$ cat src/hdl/ttc_pkg.sv
// constants, modes and carriers shared by the three-timer counter unit.
// assumes one core clock and a special function register port from the core.

package ttc_pkg;

	// ****************************************
	// register addresses
	// ****************************************
	localparam logic [7:0] TTC_ADR_T0_LO = 8'h8a;
	localparam logic [7:0] TTC_ADR_T1_LO = 8'h8b;
	localparam logic [7:0] TTC_ADR_T0_HI = 8'h8c;
	localparam logic [7:0] TTC_ADR_T1_HI = 8'h8d;
	localparam logic [7:0] TTC_ADR_T2_CTL = 8'hc8;
	localparam logic [7:0] TTC_ADR_T2_SNAP_LO = 8'hca;
	localparam logic [7:0] TTC_ADR_T2_SNAP_HI = 8'hcb;
	localparam logic [7:0] TTC_ADR_T2_LO = 8'hcc;
	localparam logic [7:0] TTC_ADR_T2_HI = 8'hcd;

	// ****************************************
	// timer two control fields and reset values
	// ****************************************
	localparam int TTC_T2_OVF = 7;
	localparam int TTC_T2_EXT = 6;
	localparam int TTC_T2_RCLK = 5;
	localparam int TTC_T2_SERIAL_TRANSMIT_CLOCK_SELECT = 4;
	localparam int TTC_T2_EXEN = 3;
	localparam int TTC_T2_RUN = 2;
	localparam int TTC_T2_FSEL = 1;
	localparam int TTC_T2_CAPSEL = 0;
	localparam logic [7:0] TTC_T2_CTL_RST = 8'h00;
	localparam logic [7:0] TTC_CNT_RST = 8'h00;
	localparam logic [7:0] TTC_RDATA_RST = 8'h00;
	localparam logic [7:0] TTC_UNMAPPED = 8'h00;

	// ****************************************
	// timing
	// ****************************************
	// core clocks per machine cycle
	localparam int TTC_MC_DIV = 12;

	// ****************************************
	// types
	// ****************************************
	typedef enum logic [1:0] {
		TTC_M13 = 2'h0,
		TTC_M16 = 2'h1,
		TTC_M8R = 2'h2,
		TTC_MSPLIT = 2'h3
	} ttc_tmode_t;

	typedef struct packed {
		logic gate;
		logic counter_sel;
		ttc_tmode_t mode;
	} ttc_tmode_cfg_t;

	typedef struct packed {
		logic rd;
		logic wr;
		logic [7:0] addr;
		logic [7:0] wdata;
	} ttc_sfr_req_t;

	typedef struct packed {
		logic timer_zero_overflow_flag;
		logic timer_one_overflow_flag;
		logic timer_one_overflow_tick;
		logic serial_receive_clock_tick;
		logic serial_transmit_clock_tick;
	} ttc_evt_t;

endpackage : ttc_pkg

$ cat src/hdl/ttc_fall.sv
// falling edge detector for a group of synchronous pins.
// assumes the pins are already synchronous to ref_clk.
`timescale 1ns/1ps
module ttc_fall #(
	parameter int W = 4
) (
	input wire logic ref_clk,
	input wire logic rst_b,
	input wire logic [W-1:0] level,
	output logic [W-1:0] fall
);
	import ttc_pkg::*;

	logic [W-1:0] prev_r;

	generate
		if (W < 1) begin : g_chk
			$error("ttc_fall needs W of at least one");
		end
	endgenerate

	// prev resets high so a pin already low at reset shows as a falling edge
	always_ff @(posedge ref_clk or negedge rst_b) begin
		if (!rst_b) begin
			prev_r <= '1;
		end else begin
			prev_r <= level;
		end
	end

	assign fall = prev_r & ~level;

endmodule : ttc_fall

$ cat src/hdl/ttc_prediv.sv
// machine cycle divider: one-cycle enable every DIV core clocks.
// assumes a single free-running ref_clk.
`timescale 1ns/1ps
module ttc_prediv #(
	parameter int DIV = 12
) (
	input wire logic ref_clk,
	input wire logic rst_b,
	output logic tick
);
	import ttc_pkg::*;

	localparam int CW = (DIV > 1) ? $clog2(DIV) : 1;
	localparam logic [CW-1:0] LAST = CW'(DIV - 1);

	logic [CW-1:0] cnt_r;
	logic [CW-1:0] cnt_nxt;
	logic wrap;

	generate
		if (DIV < 1) begin : g_chk
			$error("ttc_prediv needs DIV of at least one");
		end
	endgenerate

	assign wrap = (cnt_r == LAST);
	assign cnt_nxt = wrap ? '0 : cnt_r + CW'(1);

	always_ff @(posedge ref_clk or negedge rst_b) begin
		if (!rst_b) begin
			cnt_r <= '0;
			tick <= 1'b0;
		end else begin
			cnt_r <= cnt_nxt;
			tick <= wrap;
		end
	end

endmodule : ttc_prediv

$ cat src/hdl/ttc_top.sv
// three timer/counters behind the special function register port.
// assumes timer zero and one mode and run bits come from the core's own registers as levels.
`timescale 1ns/1ps
module ttc_top #(
	parameter int MC_DIV = ttc_pkg::TTC_MC_DIV
) (
	input wire logic ref_clk,
	input wire logic rst_b,
	input wire ttc_pkg::ttc_sfr_req_t sfr_req,
	output logic [7:0] sfr_rdata,
	input wire ttc_pkg::ttc_tmode_cfg_t timer_zero_mode,
	input wire ttc_pkg::ttc_tmode_cfg_t timer_one_mode,
	input wire logic timer_zero_run_bit,
	input wire logic timer_one_run_bit,
	input wire logic timer_zero_vector_ack,
	input wire logic timer_one_vector_ack,
	input wire logic first_external_interrupt_pin,
	input wire logic second_external_interrupt_pin,
	input wire logic timer_zero_count_pin,
	input wire logic timer_one_count_pin,
	input wire logic timer_two_count_pin,
	input wire logic timer_two_trigger_input,
	output ttc_pkg::ttc_evt_t evt
);
	import ttc_pkg::*;

	// ****************************************
	// step function for timers zero and one
	// ****************************************
	// returns {overflow, high byte, low byte}
	function automatic logic [16:0] ttc_step(input ttc_tmode_t m, input logic [7:0] hi, input logic [7:0] lo);
		logic [12:0] c13;
		logic [15:0] c16;
		logic [16:0] r;
		c13 = {hi, lo[4:0]} + 13'h1;
		c16 = {hi, lo} + 16'h1;
		case (m)
			TTC_M13: r = {&{hi, lo[4:0]}, c13[12:5], lo[7:5], c13[4:0]};
			TTC_M16: r = {&{hi, lo}, c16};
			TTC_M8R: r = {&lo, hi, (&lo) ? hi : lo + 8'h1};
			default: r = {&lo, hi, lo + 8'h1};
		endcase
		return r;
	endfunction : ttc_step

	// ****************************************
	// state
	// ****************************************
	logic [7:0] t0_lo_r, t0_hi_r, t1_lo_r, t1_hi_r;
	logic [7:0] t2_lo_r, t2_hi_r, snap_lo_r, snap_hi_r;
	logic [7:0] t2_ctl_r;
	logic [7:0] t0_lo_nxt, t0_hi_nxt, t1_lo_nxt, t1_hi_nxt;
	logic [7:0] t2_lo_nxt, t2_hi_nxt, snap_lo_nxt, snap_hi_nxt;
	logic [7:0] t2_ctl_nxt;
	logic tf0_nxt, tf1_nxt;
	logic [7:0] rd_val;

	// ****************************************
	// shared enables
	// ****************************************
	logic mc_en;
	logic [3:0] pin_fall;

	ttc_prediv #(
		.DIV(MC_DIV)
	) u_prediv (
		.ref_clk(ref_clk),
		.rst_b(rst_b),
		.tick(mc_en)
	);

	ttc_fall #(
		.W(4)
	) u_fall (
		.ref_clk(ref_clk),
		.rst_b(rst_b),
		.level({timer_two_trigger_input, timer_two_count_pin, timer_one_count_pin, timer_zero_count_pin}),
		.fall(pin_fall)
	);

	// ****************************************
	// register decode
	// ****************************************
	wire wr_t0_lo = sfr_req.wr && (sfr_req.addr == TTC_ADR_T0_LO);
	wire wr_t0_hi = sfr_req.wr && (sfr_req.addr == TTC_ADR_T0_HI);
	wire wr_t1_lo = sfr_req.wr && (sfr_req.addr == TTC_ADR_T1_LO);
	wire wr_t1_hi = sfr_req.wr && (sfr_req.addr == TTC_ADR_T1_HI);
	wire wr_t2_ctl = sfr_req.wr && (sfr_req.addr == TTC_ADR_T2_CTL);
	wire wr_snap_lo = sfr_req.wr && (sfr_req.addr == TTC_ADR_T2_SNAP_LO);
	wire wr_snap_hi = sfr_req.wr && (sfr_req.addr == TTC_ADR_T2_SNAP_HI);
	wire wr_t2_lo = sfr_req.wr && (sfr_req.addr == TTC_ADR_T2_LO);
	wire wr_t2_hi = sfr_req.wr && (sfr_req.addr == TTC_ADR_T2_HI);

	assign rd_val = (sfr_req.addr == TTC_ADR_T0_LO) ? t0_lo_r :
		(sfr_req.addr == TTC_ADR_T0_HI) ? t0_hi_r :
		(sfr_req.addr == TTC_ADR_T1_LO) ? t1_lo_r :
		(sfr_req.addr == TTC_ADR_T1_HI) ? t1_hi_r :
		(sfr_req.addr == TTC_ADR_T2_CTL) ? t2_ctl_r :
		(sfr_req.addr == TTC_ADR_T2_SNAP_LO) ? snap_lo_r :
		(sfr_req.addr == TTC_ADR_T2_SNAP_HI) ? snap_hi_r :
		(sfr_req.addr == TTC_ADR_T2_LO) ? t2_lo_r :
		(sfr_req.addr == TTC_ADR_T2_HI) ? t2_hi_r : TTC_UNMAPPED;

	// ****************************************
	// timers zero and one
	// ****************************************
	wire t0_split = (timer_zero_mode.mode == TTC_MSPLIT);
	wire t1_hold = (timer_one_mode.mode == TTC_MSPLIT);
	wire t0_src = timer_zero_mode.counter_sel ? pin_fall[0] : mc_en;
	wire t1_src = timer_one_mode.counter_sel ? pin_fall[1] : mc_en;
	wire t0_qual = timer_zero_run_bit && (!timer_zero_mode.gate || first_external_interrupt_pin);
	wire t1_qual = timer_one_run_bit && (!timer_one_mode.gate || second_external_interrupt_pin);
	// with timer zero split, timer one runs whenever it is out of mode 3
	wire t1_run = !t1_hold && (t0_split ? 1'b1 : t1_qual);
	wire t0_inc = t0_src && t0_qual;
	wire t1_inc = t1_src && t1_run;
	wire th0_inc = t0_split && mc_en && timer_one_run_bit;

	wire [16:0] t0_step = ttc_step(ttc_tmode_t'(timer_zero_mode.mode), t0_hi_r, t0_lo_r);
	wire [16:0] t1_step = ttc_step(ttc_tmode_t'(timer_one_mode.mode), t1_hi_r, t1_lo_r);
	wire t0_ovf = t0_inc && t0_step[16];
	wire th0_ovf = th0_inc && (&t0_hi_r);
	wire t1_ovf = t1_inc && t1_step[16];

	// a software write to a byte wins over the count in that cycle
	assign t0_lo_nxt = wr_t0_lo ? sfr_req.wdata : t0_inc ? t0_step[7:0] : t0_lo_r;
	assign t0_hi_nxt = wr_t0_hi ? sfr_req.wdata :
		t0_split ? (th0_inc ? t0_hi_r + 8'h1 : t0_hi_r) :
		t0_inc ? t0_step[15:8] : t0_hi_r;
	assign t1_lo_nxt = wr_t1_lo ? sfr_req.wdata : t1_inc ? t1_step[7:0] : t1_lo_r;
	assign t1_hi_nxt = wr_t1_hi ? sfr_req.wdata : t1_inc ? t1_step[15:8] : t1_hi_r;

	// set wins over the acknowledge
	assign tf0_nxt = t0_ovf || (evt.timer_zero_overflow_flag && !timer_zero_vector_ack);
	assign tf1_nxt = (t0_split ? th0_ovf : t1_ovf) || (evt.timer_one_overflow_flag && !timer_one_vector_ack);

	// ****************************************
	// timer two
	// ****************************************
	wire t2_run = t2_ctl_r[TTC_T2_RUN];
	wire baud = t2_ctl_r[TTC_T2_RCLK] || t2_ctl_r[TTC_T2_SERIAL_TRANSMIT_CLOCK_SELECT];
	wire cap_sel = t2_ctl_r[TTC_T2_CAPSEL];
	wire t2_inc = t2_run && (t2_ctl_r[TTC_T2_FSEL] ? pin_fall[2] : 1'b1);
	wire t2_ovf = t2_inc && (&{t2_hi_r, t2_lo_r});
	wire t2_trig = t2_run && t2_ctl_r[TTC_T2_EXEN] && !baud && pin_fall[3];
	wire t2_reload = (t2_ovf && (baud || !cap_sel)) || (t2_trig && !cap_sel);
	wire t2_capture = t2_trig && cap_sel;
	wire [15:0] t2_sum = {t2_hi_r, t2_lo_r} + 16'h1;
	wire [15:0] t2_cnt = t2_reload ? {snap_hi_r, snap_lo_r} : t2_inc ? t2_sum : {t2_hi_r, t2_lo_r};

	assign t2_lo_nxt = wr_t2_lo ? sfr_req.wdata : t2_cnt[7:0];
	assign t2_hi_nxt = wr_t2_hi ? sfr_req.wdata : t2_cnt[15:8];
	// a capture wins over a software write to the snapshot pair
	assign snap_lo_nxt = t2_capture ? t2_lo_r : wr_snap_lo ? sfr_req.wdata : snap_lo_r;
	assign snap_hi_nxt = t2_capture ? t2_hi_r : wr_snap_hi ? sfr_req.wdata : snap_hi_r;

	wire [7:0] t2_ctl_base = wr_t2_ctl ? sfr_req.wdata : t2_ctl_r;
	wire [7:0] t2_ctl_set = {t2_ovf && !baud, t2_trig, 6'h00};
	assign t2_ctl_nxt = t2_ctl_base | t2_ctl_set;

	// ****************************************
	// serial clock ticks
	// ****************************************
	wire rx_tick_nxt = t2_ctl_r[TTC_T2_RCLK] ? t2_ovf : t1_ovf;
	wire tx_tick_nxt = t2_ctl_r[TTC_T2_SERIAL_TRANSMIT_CLOCK_SELECT] ? t2_ovf : t1_ovf;

	// ****************************************
	// registers
	// ****************************************
	always_ff @(posedge ref_clk or negedge rst_b) begin
		if (!rst_b) begin
			t0_lo_r <= TTC_CNT_RST;
			t0_hi_r <= TTC_CNT_RST;
			t1_lo_r <= TTC_CNT_RST;
			t1_hi_r <= TTC_CNT_RST;
		end else begin
			t0_lo_r <= t0_lo_nxt;
			t0_hi_r <= t0_hi_nxt;
			t1_lo_r <= t1_lo_nxt;
			t1_hi_r <= t1_hi_nxt;
		end
	end

	always_ff @(posedge ref_clk or negedge rst_b) begin
		if (!rst_b) begin
			t2_lo_r <= TTC_CNT_RST;
			t2_hi_r <= TTC_CNT_RST;
			snap_lo_r <= TTC_CNT_RST;
			snap_hi_r <= TTC_CNT_RST;
			t2_ctl_r <= TTC_T2_CTL_RST;
		end else begin
			t2_lo_r <= t2_lo_nxt;
			t2_hi_r <= t2_hi_nxt;
			snap_lo_r <= snap_lo_nxt;
			snap_hi_r <= snap_hi_nxt;
			t2_ctl_r <= t2_ctl_nxt;
		end
	end

	always_ff @(posedge ref_clk or negedge rst_b) begin
		if (!rst_b) begin
			evt <= '0;
			sfr_rdata <= TTC_RDATA_RST;
		end else begin
			evt.timer_zero_overflow_flag <= tf0_nxt;
			evt.timer_one_overflow_flag <= tf1_nxt;
			evt.timer_one_overflow_tick <= t1_ovf;
			evt.serial_receive_clock_tick <= rx_tick_nxt;
			evt.serial_transmit_clock_tick <= tx_tick_nxt;
			sfr_rdata <= sfr_req.rd ? rd_val : sfr_rdata;
		end
	end
endmodule : ttc_top

$ cat config.mk
export PLATFORM = sky130hd
export DESIGN_NAME = ttc_top
export DESIGN_NICKNAME = d
export VERILOG_FILES = /design/src/hdl/ttc_pkg.sv /design/src/hdl/ttc_fall.sv /design/src/hdl/ttc_prediv.sv /design/src/hdl/ttc_top.sv
export SDC_FILE = /design/constraint.sdc
export NUM_CORES = 1
export LEC_CHECK = 0
export ABC_AREA = 0
export BUFFER_PORTS_ARGS = -buffer_cell sky130_fd_sc_hd__buf_2
export CAP_MARGIN = 10
export CORE_ASPECT_RATIO = 1.1
export CORE_MARGIN = 2
export CORE_UTILIZATION = 30
export DETAILED_ROUTE_END_ITERATION = 16
export GPL_ROUTABILITY_DRIVEN = 0
export HOLD_SLACK_MARGIN = 0.08
export PLACE_DENSITY_LB_ADDON = 0.2
export RECOVER_POWER = 25
export SLEW_MARGIN = 20
export SYNTH_ARGS = -nofsm -noshare
export SYNTH_HDL_FRONTEND = slang
export SYNTH_HIERARCHICAL = 1
export SYNTH_SLANG_ARGS = --single-unit
$ cat constraint.sdc
create_clock -name ref_clk -period 3.5 [get_ports ref_clk]
set_input_delay 0.7 -clock ref_clk [delete_from_list [all_inputs] [get_ports ref_clk]]
set_output_delay 0.7 -clock ref_clk [all_outputs]
set_load 0.01 [all_outputs]
### Word-level counts from Yosys, hierarchy flattened

Cells that the tools add are included.

| storage, ports and cells | value |
|---|---|
| bits of input ports | 38 |
| logic and storage cells | 161 |
| output and inout bits | 13 |
| register bits after elaboration | 94 |

| operators by class | value |
|---|---|
| multiplexer cells | 40 |
| reduce and logical (&&, ||, !) cells | 68 |
| eq/ne operators | 21 |
| bitwise operators | 3 |
| $add $sub $neg | 9 |

Operators with widths:

| cell | count |
|---|---|
| $mux 8 | 28 |
| $pmux 17 s3 | 2 |
| $eq 8x8->1 const B | 9 |
| $add 16x1->16 const B | 3 |
| $reduce_and 16->1 | 3 |
| $mux 16 | 2 |
| $logic_and 1x1->1 | 30 |
| $add 13x1->13 const B | 2 |
| $reduce_and 13->1 | 2 |
| $add 8x1->8 const B | 3 |
| $reduce_and 8->1 | 3 |
| $reduce_bool 3->1 | 4 |
| $reduce_bool 2->1 | 5 |
| $eq 2x2->1 const B | 4 |
| $or 8x8->8 | 1 |
| $logic_not 1->1 | 7 |
| $logic_or 1x1->1 | 7 |
| $mux 1 | 7 |
| $ne 2x2->1 const B | 3 |
| $add 4x1->4 const B | 1 |
| $and 4x4->4 | 1 |
| $eq 2x1->1 const B | 2 |
| $eq 4x4->1 const B | 1 |
| $logic_not 2->1 | 2 |
| 8 further kinds | 9 |

### Logic depth before layout (Yosys ltp)

| depth | value |
|---|---|
| word-level depth | 10 |
| depth in mapped cells | 8 |
| gate-level depth less buffers | 7 |

### Hierarchy

The synthesis kept the hierarchy.

By module, submodules not included:

| module | cells an instance | area an instance (µm²) | seq. area each (µm²) | times used |
|---|---|---|---|---|
| ttc_top | 733 | 6065.8 | 2127.0 | 1 |
| ttc_prediv | 15 | 198.9 | 125.1 | 1 |
| ttc_fall | 8 | 160.2 | 105.1 | 1 |

### Least setup slack after synthesis

No wires, ideal clock.

| timing | value |
|---|---|
| path kind | input-to-reg |
| from | in sfr_req[12] (netlist name) |
| to | reg t2_ctl_r[0] |
| stages | 4 |
| arrival time | 1993 ps |
| path buffers | 0 |
| path slack | 1382 ps |
| data required time | 3375 ps |
| setup time | 125 ps |
| path through | and4bb_2 -> nand3b_1 -> nor3_2 -> mux2_2 |

| between the ends | value |
|---|---|
| word-level cells in the longest chain between the ends | 4 |

Ends and longest elaborated chain:

| what | line | source |
|---|---|---|
| start: declaration | ttc_top.sv:9 | `input wire ttc_pkg::ttc_sfr_req_t sfr_req,` |
| $eq 8x8->1 | ttc_top.sv:88 | `wire wr_t2_ctl = sfr_req.wr && (sfr_req.addr == TTC_ADR_T2_CTL);` |
| $logic_and 1x1->1 | ttc_top.sv:88 |  |
| $mux 8 | ttc_top.sv:157 | `wire [7:0] t2_ctl_base = wr_t2_ctl ? sfr_req.wdata : t2_ctl_r;` |
| $or 8x8->8 | ttc_top.sv:159 | `assign t2_ctl_nxt = t2_ctl_base \| t2_ctl_set;` |
| end signal: assignment | ttc_top.sv:196 | `t2_ctl_r <= t2_ctl_nxt;` |
| end: declaration | ttc_top.sv:51 | `logic [7:0] t2_ctl_r;` |

No other way between the ends.
A chain may end at the register's enable or synchronous reset.

### Worst setup path in the final report

| timing | value |
|---|---|
| from | in timer_zero_mode[0] (netlist name) |
| to | reg evt[1] (netlist name) |

| between the ends | value |
|---|---|
| word-level cells in the longest chain between the ends | 6 |

Ends and longest elaborated chain:

| what | line | source |
|---|---|---|
| start: declaration | ttc_top.sv:11 | `input wire ttc_pkg::ttc_tmode_cfg_t timer_zero_mode,` |
| $eq 2x2->1 | ttc_top.sv:107 | `wire t0_split = (timer_zero_mode.mode == TTC_MSPLIT);` |
| $mux 1 | ttc_top.sv:114 | `wire t1_run = !t1_hold && (t0_split ? 1'b1 : t1_qual);` |
| $logic_and 1x1->1 | ttc_top.sv:114 |  |
| $logic_and 1x1->1 | ttc_top.sv:116 | `wire t1_inc = t1_src && t1_run;` |
| $logic_and 1x1->1 | ttc_top.sv:123 | `wire t1_ovf = t1_inc && t1_step[16];` |
| $mux 1 | ttc_top.sv:164 | `wire rx_tick_nxt = t2_ctl_r[TTC_T2_RCLK] ? t2_ovf : t1_ovf;` |
| net rx_tick_nxt | ttc_top.sv:164 |  |
| end: declaration | ttc_top.sv:23 | `output ttc_pkg::ttc_evt_t evt` |

The timed path passes the listed nets, and every way through them passes these cells.

==> results.py <==
metrics = {
    "power_and_ir_drop": {
        "seq_power_share": 0.481,
        "powerDensity_mw_per_mm2": 417,
        "ir_worst_vdd_mv": 0.232,
        "combPwrFrac": 0.163,
        "switching_share": 0.334,
        "switching_power_w": 0.00100,
        "intPower_w": 0.00199,
        "p_leak_nw": 3.04,
        "pwr-share-clk": 0.355,
    },
    "route": {
        "drc_errors": 0,
        "routed_wl_um": 21000,
        "detail_route.vias_per_cell": 5.34,
        "ant_nets": 0,
        "vias": 5698,
        "dr.pass1.iters": 5,
        "wl_per_cell_um": 19.7,
        "drtIter0Drc": 473,
    },
    "worst_setup_path": {
        "crit_slowest_cell": "a211oi_4",
        "reg2reg_depth": 6,
        "crit_type": "primary input to flip-flop",
        "cp-start-kind": "primary input",
        "cpPeakStageDelay_ps": 450,
        "crit_arrival_ps": 2670,
        "crit_chain": "buf_2 > and2_1 > a21oi_2 > a211oi_4 > nand2_1 > or3_4 > mux2i_1",
        "crit_fanout": 15,
        "end_kind": "flip-flop",
        "required_ps": 3780,
    },
    "global_route": {
        "grt_pass1_vias": 5390,
        "grt_max_degree": 54,
        "track_usage": 0.191,
        "use_met2": 0.293,
        "use_met1": 0.282,
        "gr-usage-met3": 0.0173,
        "antenna_found_initial": 0,
        "top_usage_layer": "met2",
        "grt_pass1_wl_um": 32500,
        "grt_overflow": 0,
    },
    "clock_network": {
        "htree_levels": 3,
        "cts_num_sinks": 94,
        "clockRootBuffer": "clkbuf_16",
        "numCtsBuffers": 9,
        "cts_buffer_depth": 2,
        "postCtsSetupRepairBufs": 0,
        "insertion_delay_ps": 360,
        "clkTransAtPathRegs_ps": 80,
        "cts_resized": 0,
        "hold_buffers": 0,
        "cts_tree": "built",
    },
    "synth": {
        "ys_warn_count": 6,
        "synth.avg_cell_area_sq_um": 8.50,
        "synth_common_cells": "nand2_1, dfrtp_1, a21oi_1, o21ai_0, nor2_1",
        "synth_edf_count": 0,
        "synthSimpleGateAreaFrac": 0.233,
        "synth_top_family_by_area": "simple AND/OR/NAND/NOR gates",
        "netlist_top_cells_area": "dfrtp_1, mux2i_1, nand2_1, a21oi_1, o21ai_0",
        "synth-compound-area-share": 0.212,
        "synth_cell_types": 78,
        "synth_nets": 799,
        "yosys-mux-area-fraction": 0.0925,
        "yosysSeqAreaShare": 0.367,
        "ys.flop_type": "dfrtp_1",
        "ys_async_sr_fraction": 1.00,
        "syn_inst": 756,
        "ys_seq_elements": 94,
        "yosysMostFrequentCell": "nand2_1",
        "yosys.area_share.adder": 0.00974,
        "synth.largest_area_cell": "dfrtp_1",
        "netlist.area_leader.share": 0.351,
        "synth_area_sq_mm": 0.00642,
        "synthXorXnorAreaFrac": 0.0436,
    },
    "floorplan": {
        "ios": 51,
        "num_rows": 56,
        "die_x_um": 144,
        "core_area_sq_mm": 0.0212,
        "floorplan.initialDensity": 0.304,
        "die_h_um": 157,
        "die-area_sq_mm": 0.0226,
    },
    "finish": {
        "fillers": 2269,
        "area_delta_synth_final_pct": 11.7,
        "fin_util": 0.339,
        "final_cells": 1068,
        "drive_gt1_frac": 0.148,
        "nets": 815,
    },
    "sta": {
        "finalSetupTns_ps": 0,
        "maxSlewViolCount": 0,
        "setup_violations": 0,
        "period_needed_ps": 2390,
        "timing.slew.headroom": 0.366,
        "rsz0062_at_grt": "false",
        "max_freq_mhz": 418,
        "whs_ps": 333,
        "hold_violations": 0,
        "worst_clock_skew_ps": 11.9,
        "post-route-period-util": 0.683,
        "worstMarginPinSlew_ps": 947,
    },
    "place": {
        "dp_hpwl_um": 15200,
        "place_inst": 1051,
        "io_buffers": 50,
    },
    "job": {
        "maxCapViolCount": 0,
    },
    "min_path": {
        "worstHoldPathType": "primary input to asynchronous set/reset pin",
    },
    "status": {
        "status": "complete, no violations",
    },
}
metrics by stage:
stage                     worst slack (ps)  instance area (sq um)  power [W]
final                                 1110                   7180    0.00299
after global routing                   951                   7180    0.00314
after CTS                             1100                   7190    0.00301
after detailed placement               728                   6880    0.00195
after global placement                 705                   6880    0.00195
after floorplan                       1380                   6420    0.00173
final timing paths:
kind | endpoint | slack, ps | startpoint
worst max-delay path | evt[1] | 1110 | timer_zero_mode[0]
worst min-delay path | evt[4] | 330 | rst_b
worst max register to register | t0_hi_r[6] | 1140 | u_fall/prev_r[0]
worst min register to register | u_prediv/cnt_r[0] | 480 | u_prediv/cnt_r[0]
max in group asynchronous | u_fall/prev_r[2] | 2390 | rst_b
min in group ref_clk | u_fall/prev_r[1] | 460 | timer_one_count_pin
registers in the layout, indices dropped and copies added, names as in the netlist:
name / flops
t0_hi_r: 8
u_fall/prev_r: 4
u_prediv/tick: 1
t0_lo_r: 8
t2_lo_r: 8
t2_ctl_r: 8
u_prediv/cnt_r: 4
evt: 5
snap_lo_r: 8
snap_hi_r: 8
sfr_rdata: 8
t1_hi_r: 8
t1_lo_r: 8
t2_hi_r: 8
layer usage:
| metal | vias up | share of wire |
|---|---|---|
| li1 | 2789 | - |
| met1 | 2744 | 0.50 |
| met2 | 148 | 0.44 |
| met3 | 17 | 0.043 |
| met4 | 0 | 0.017 |
| met5 | - | 0 |
final cells by class:
type	count	area (sq um)	area share
Sequential cell	94	2360	0.328
Multi-Input combinational cell	598	3790	0.528
Antenna cell	1	2.50	0.000349
Clock inverter	5	66.3	0.00924
Timing Repair Buffer	57	313	0.0436
Inverter	12	45.0	0.00627
Tap cell	290	363	0.0505
Clock buffer	11	243	0.0338
power groups by stage:
stage | Combinational [W] | Clock, W | Sequential [W]
after floorplan | 0.000403 | 0 | 0.00132
after CTS | 0.000493 | 0.00108 | 0.00144
after global routing | 0.000553 | 0.00112 | 0.00146
final | 0.000489 | 0.00106 | 0.00144
after global placement | 0.000486 | 0 | 0.00146
after detailed placement | 0.000491 | 0 | 0.00146
worst max-delay path, delay by kind of cell:
family | cells | cell delay (ps)
buffers and inverters | 1 | 250
muxes | 1 | 140
AOI/OAI and AO/OA | 2 | 610
and+or+nand+nor | 3 | 960
cells in the final DEF (no fill, tap or decap), types with 5 or more instances in the layout:
master / synthesis / layout
dfrtp_1: 90 / 90
mux2_2: 11 / 11
inv_1: 12 / 12
o21ai_0: 59 / 60
and2_1: 7 / 7
nand4_1: 10 / 10
o22ai_1: 24 / 24
a31oi_1: 14 / 14
a21oi_1: 64 / 64
o211ai_1: 8 / 8
nand2b_1: 8 / 8
xnor2_1: 12 / 12
nor4_1: 6 / 6
xor2_1: 20 / 20
clkbuf_16: 0 / 9
nor3_1: 18 / 18
buf_4: 2 / 7
buf_2: 10 / 45
nand2_1: 98 / 97
ha_1: 5 / 5
nand3_1: 26 / 26
o31ai_1: 7 / 7
a22oi_1: 7 / 7
o21ai_1: 13 / 12
nor2_1: 55 / 56
clkbuf_1: 37 / 5
and4_1: 8 / 8
mux2i_1: 47 / 47
cells by family after synthesis:
logic type      after synthesis
mux                          58
xor+xnor                     32
simple gates                281
fa+ha+maj                     5
flops                        94
compound gates              222
buf+inv                      64
Note: power is estimated with default switching activity, not from simulation.
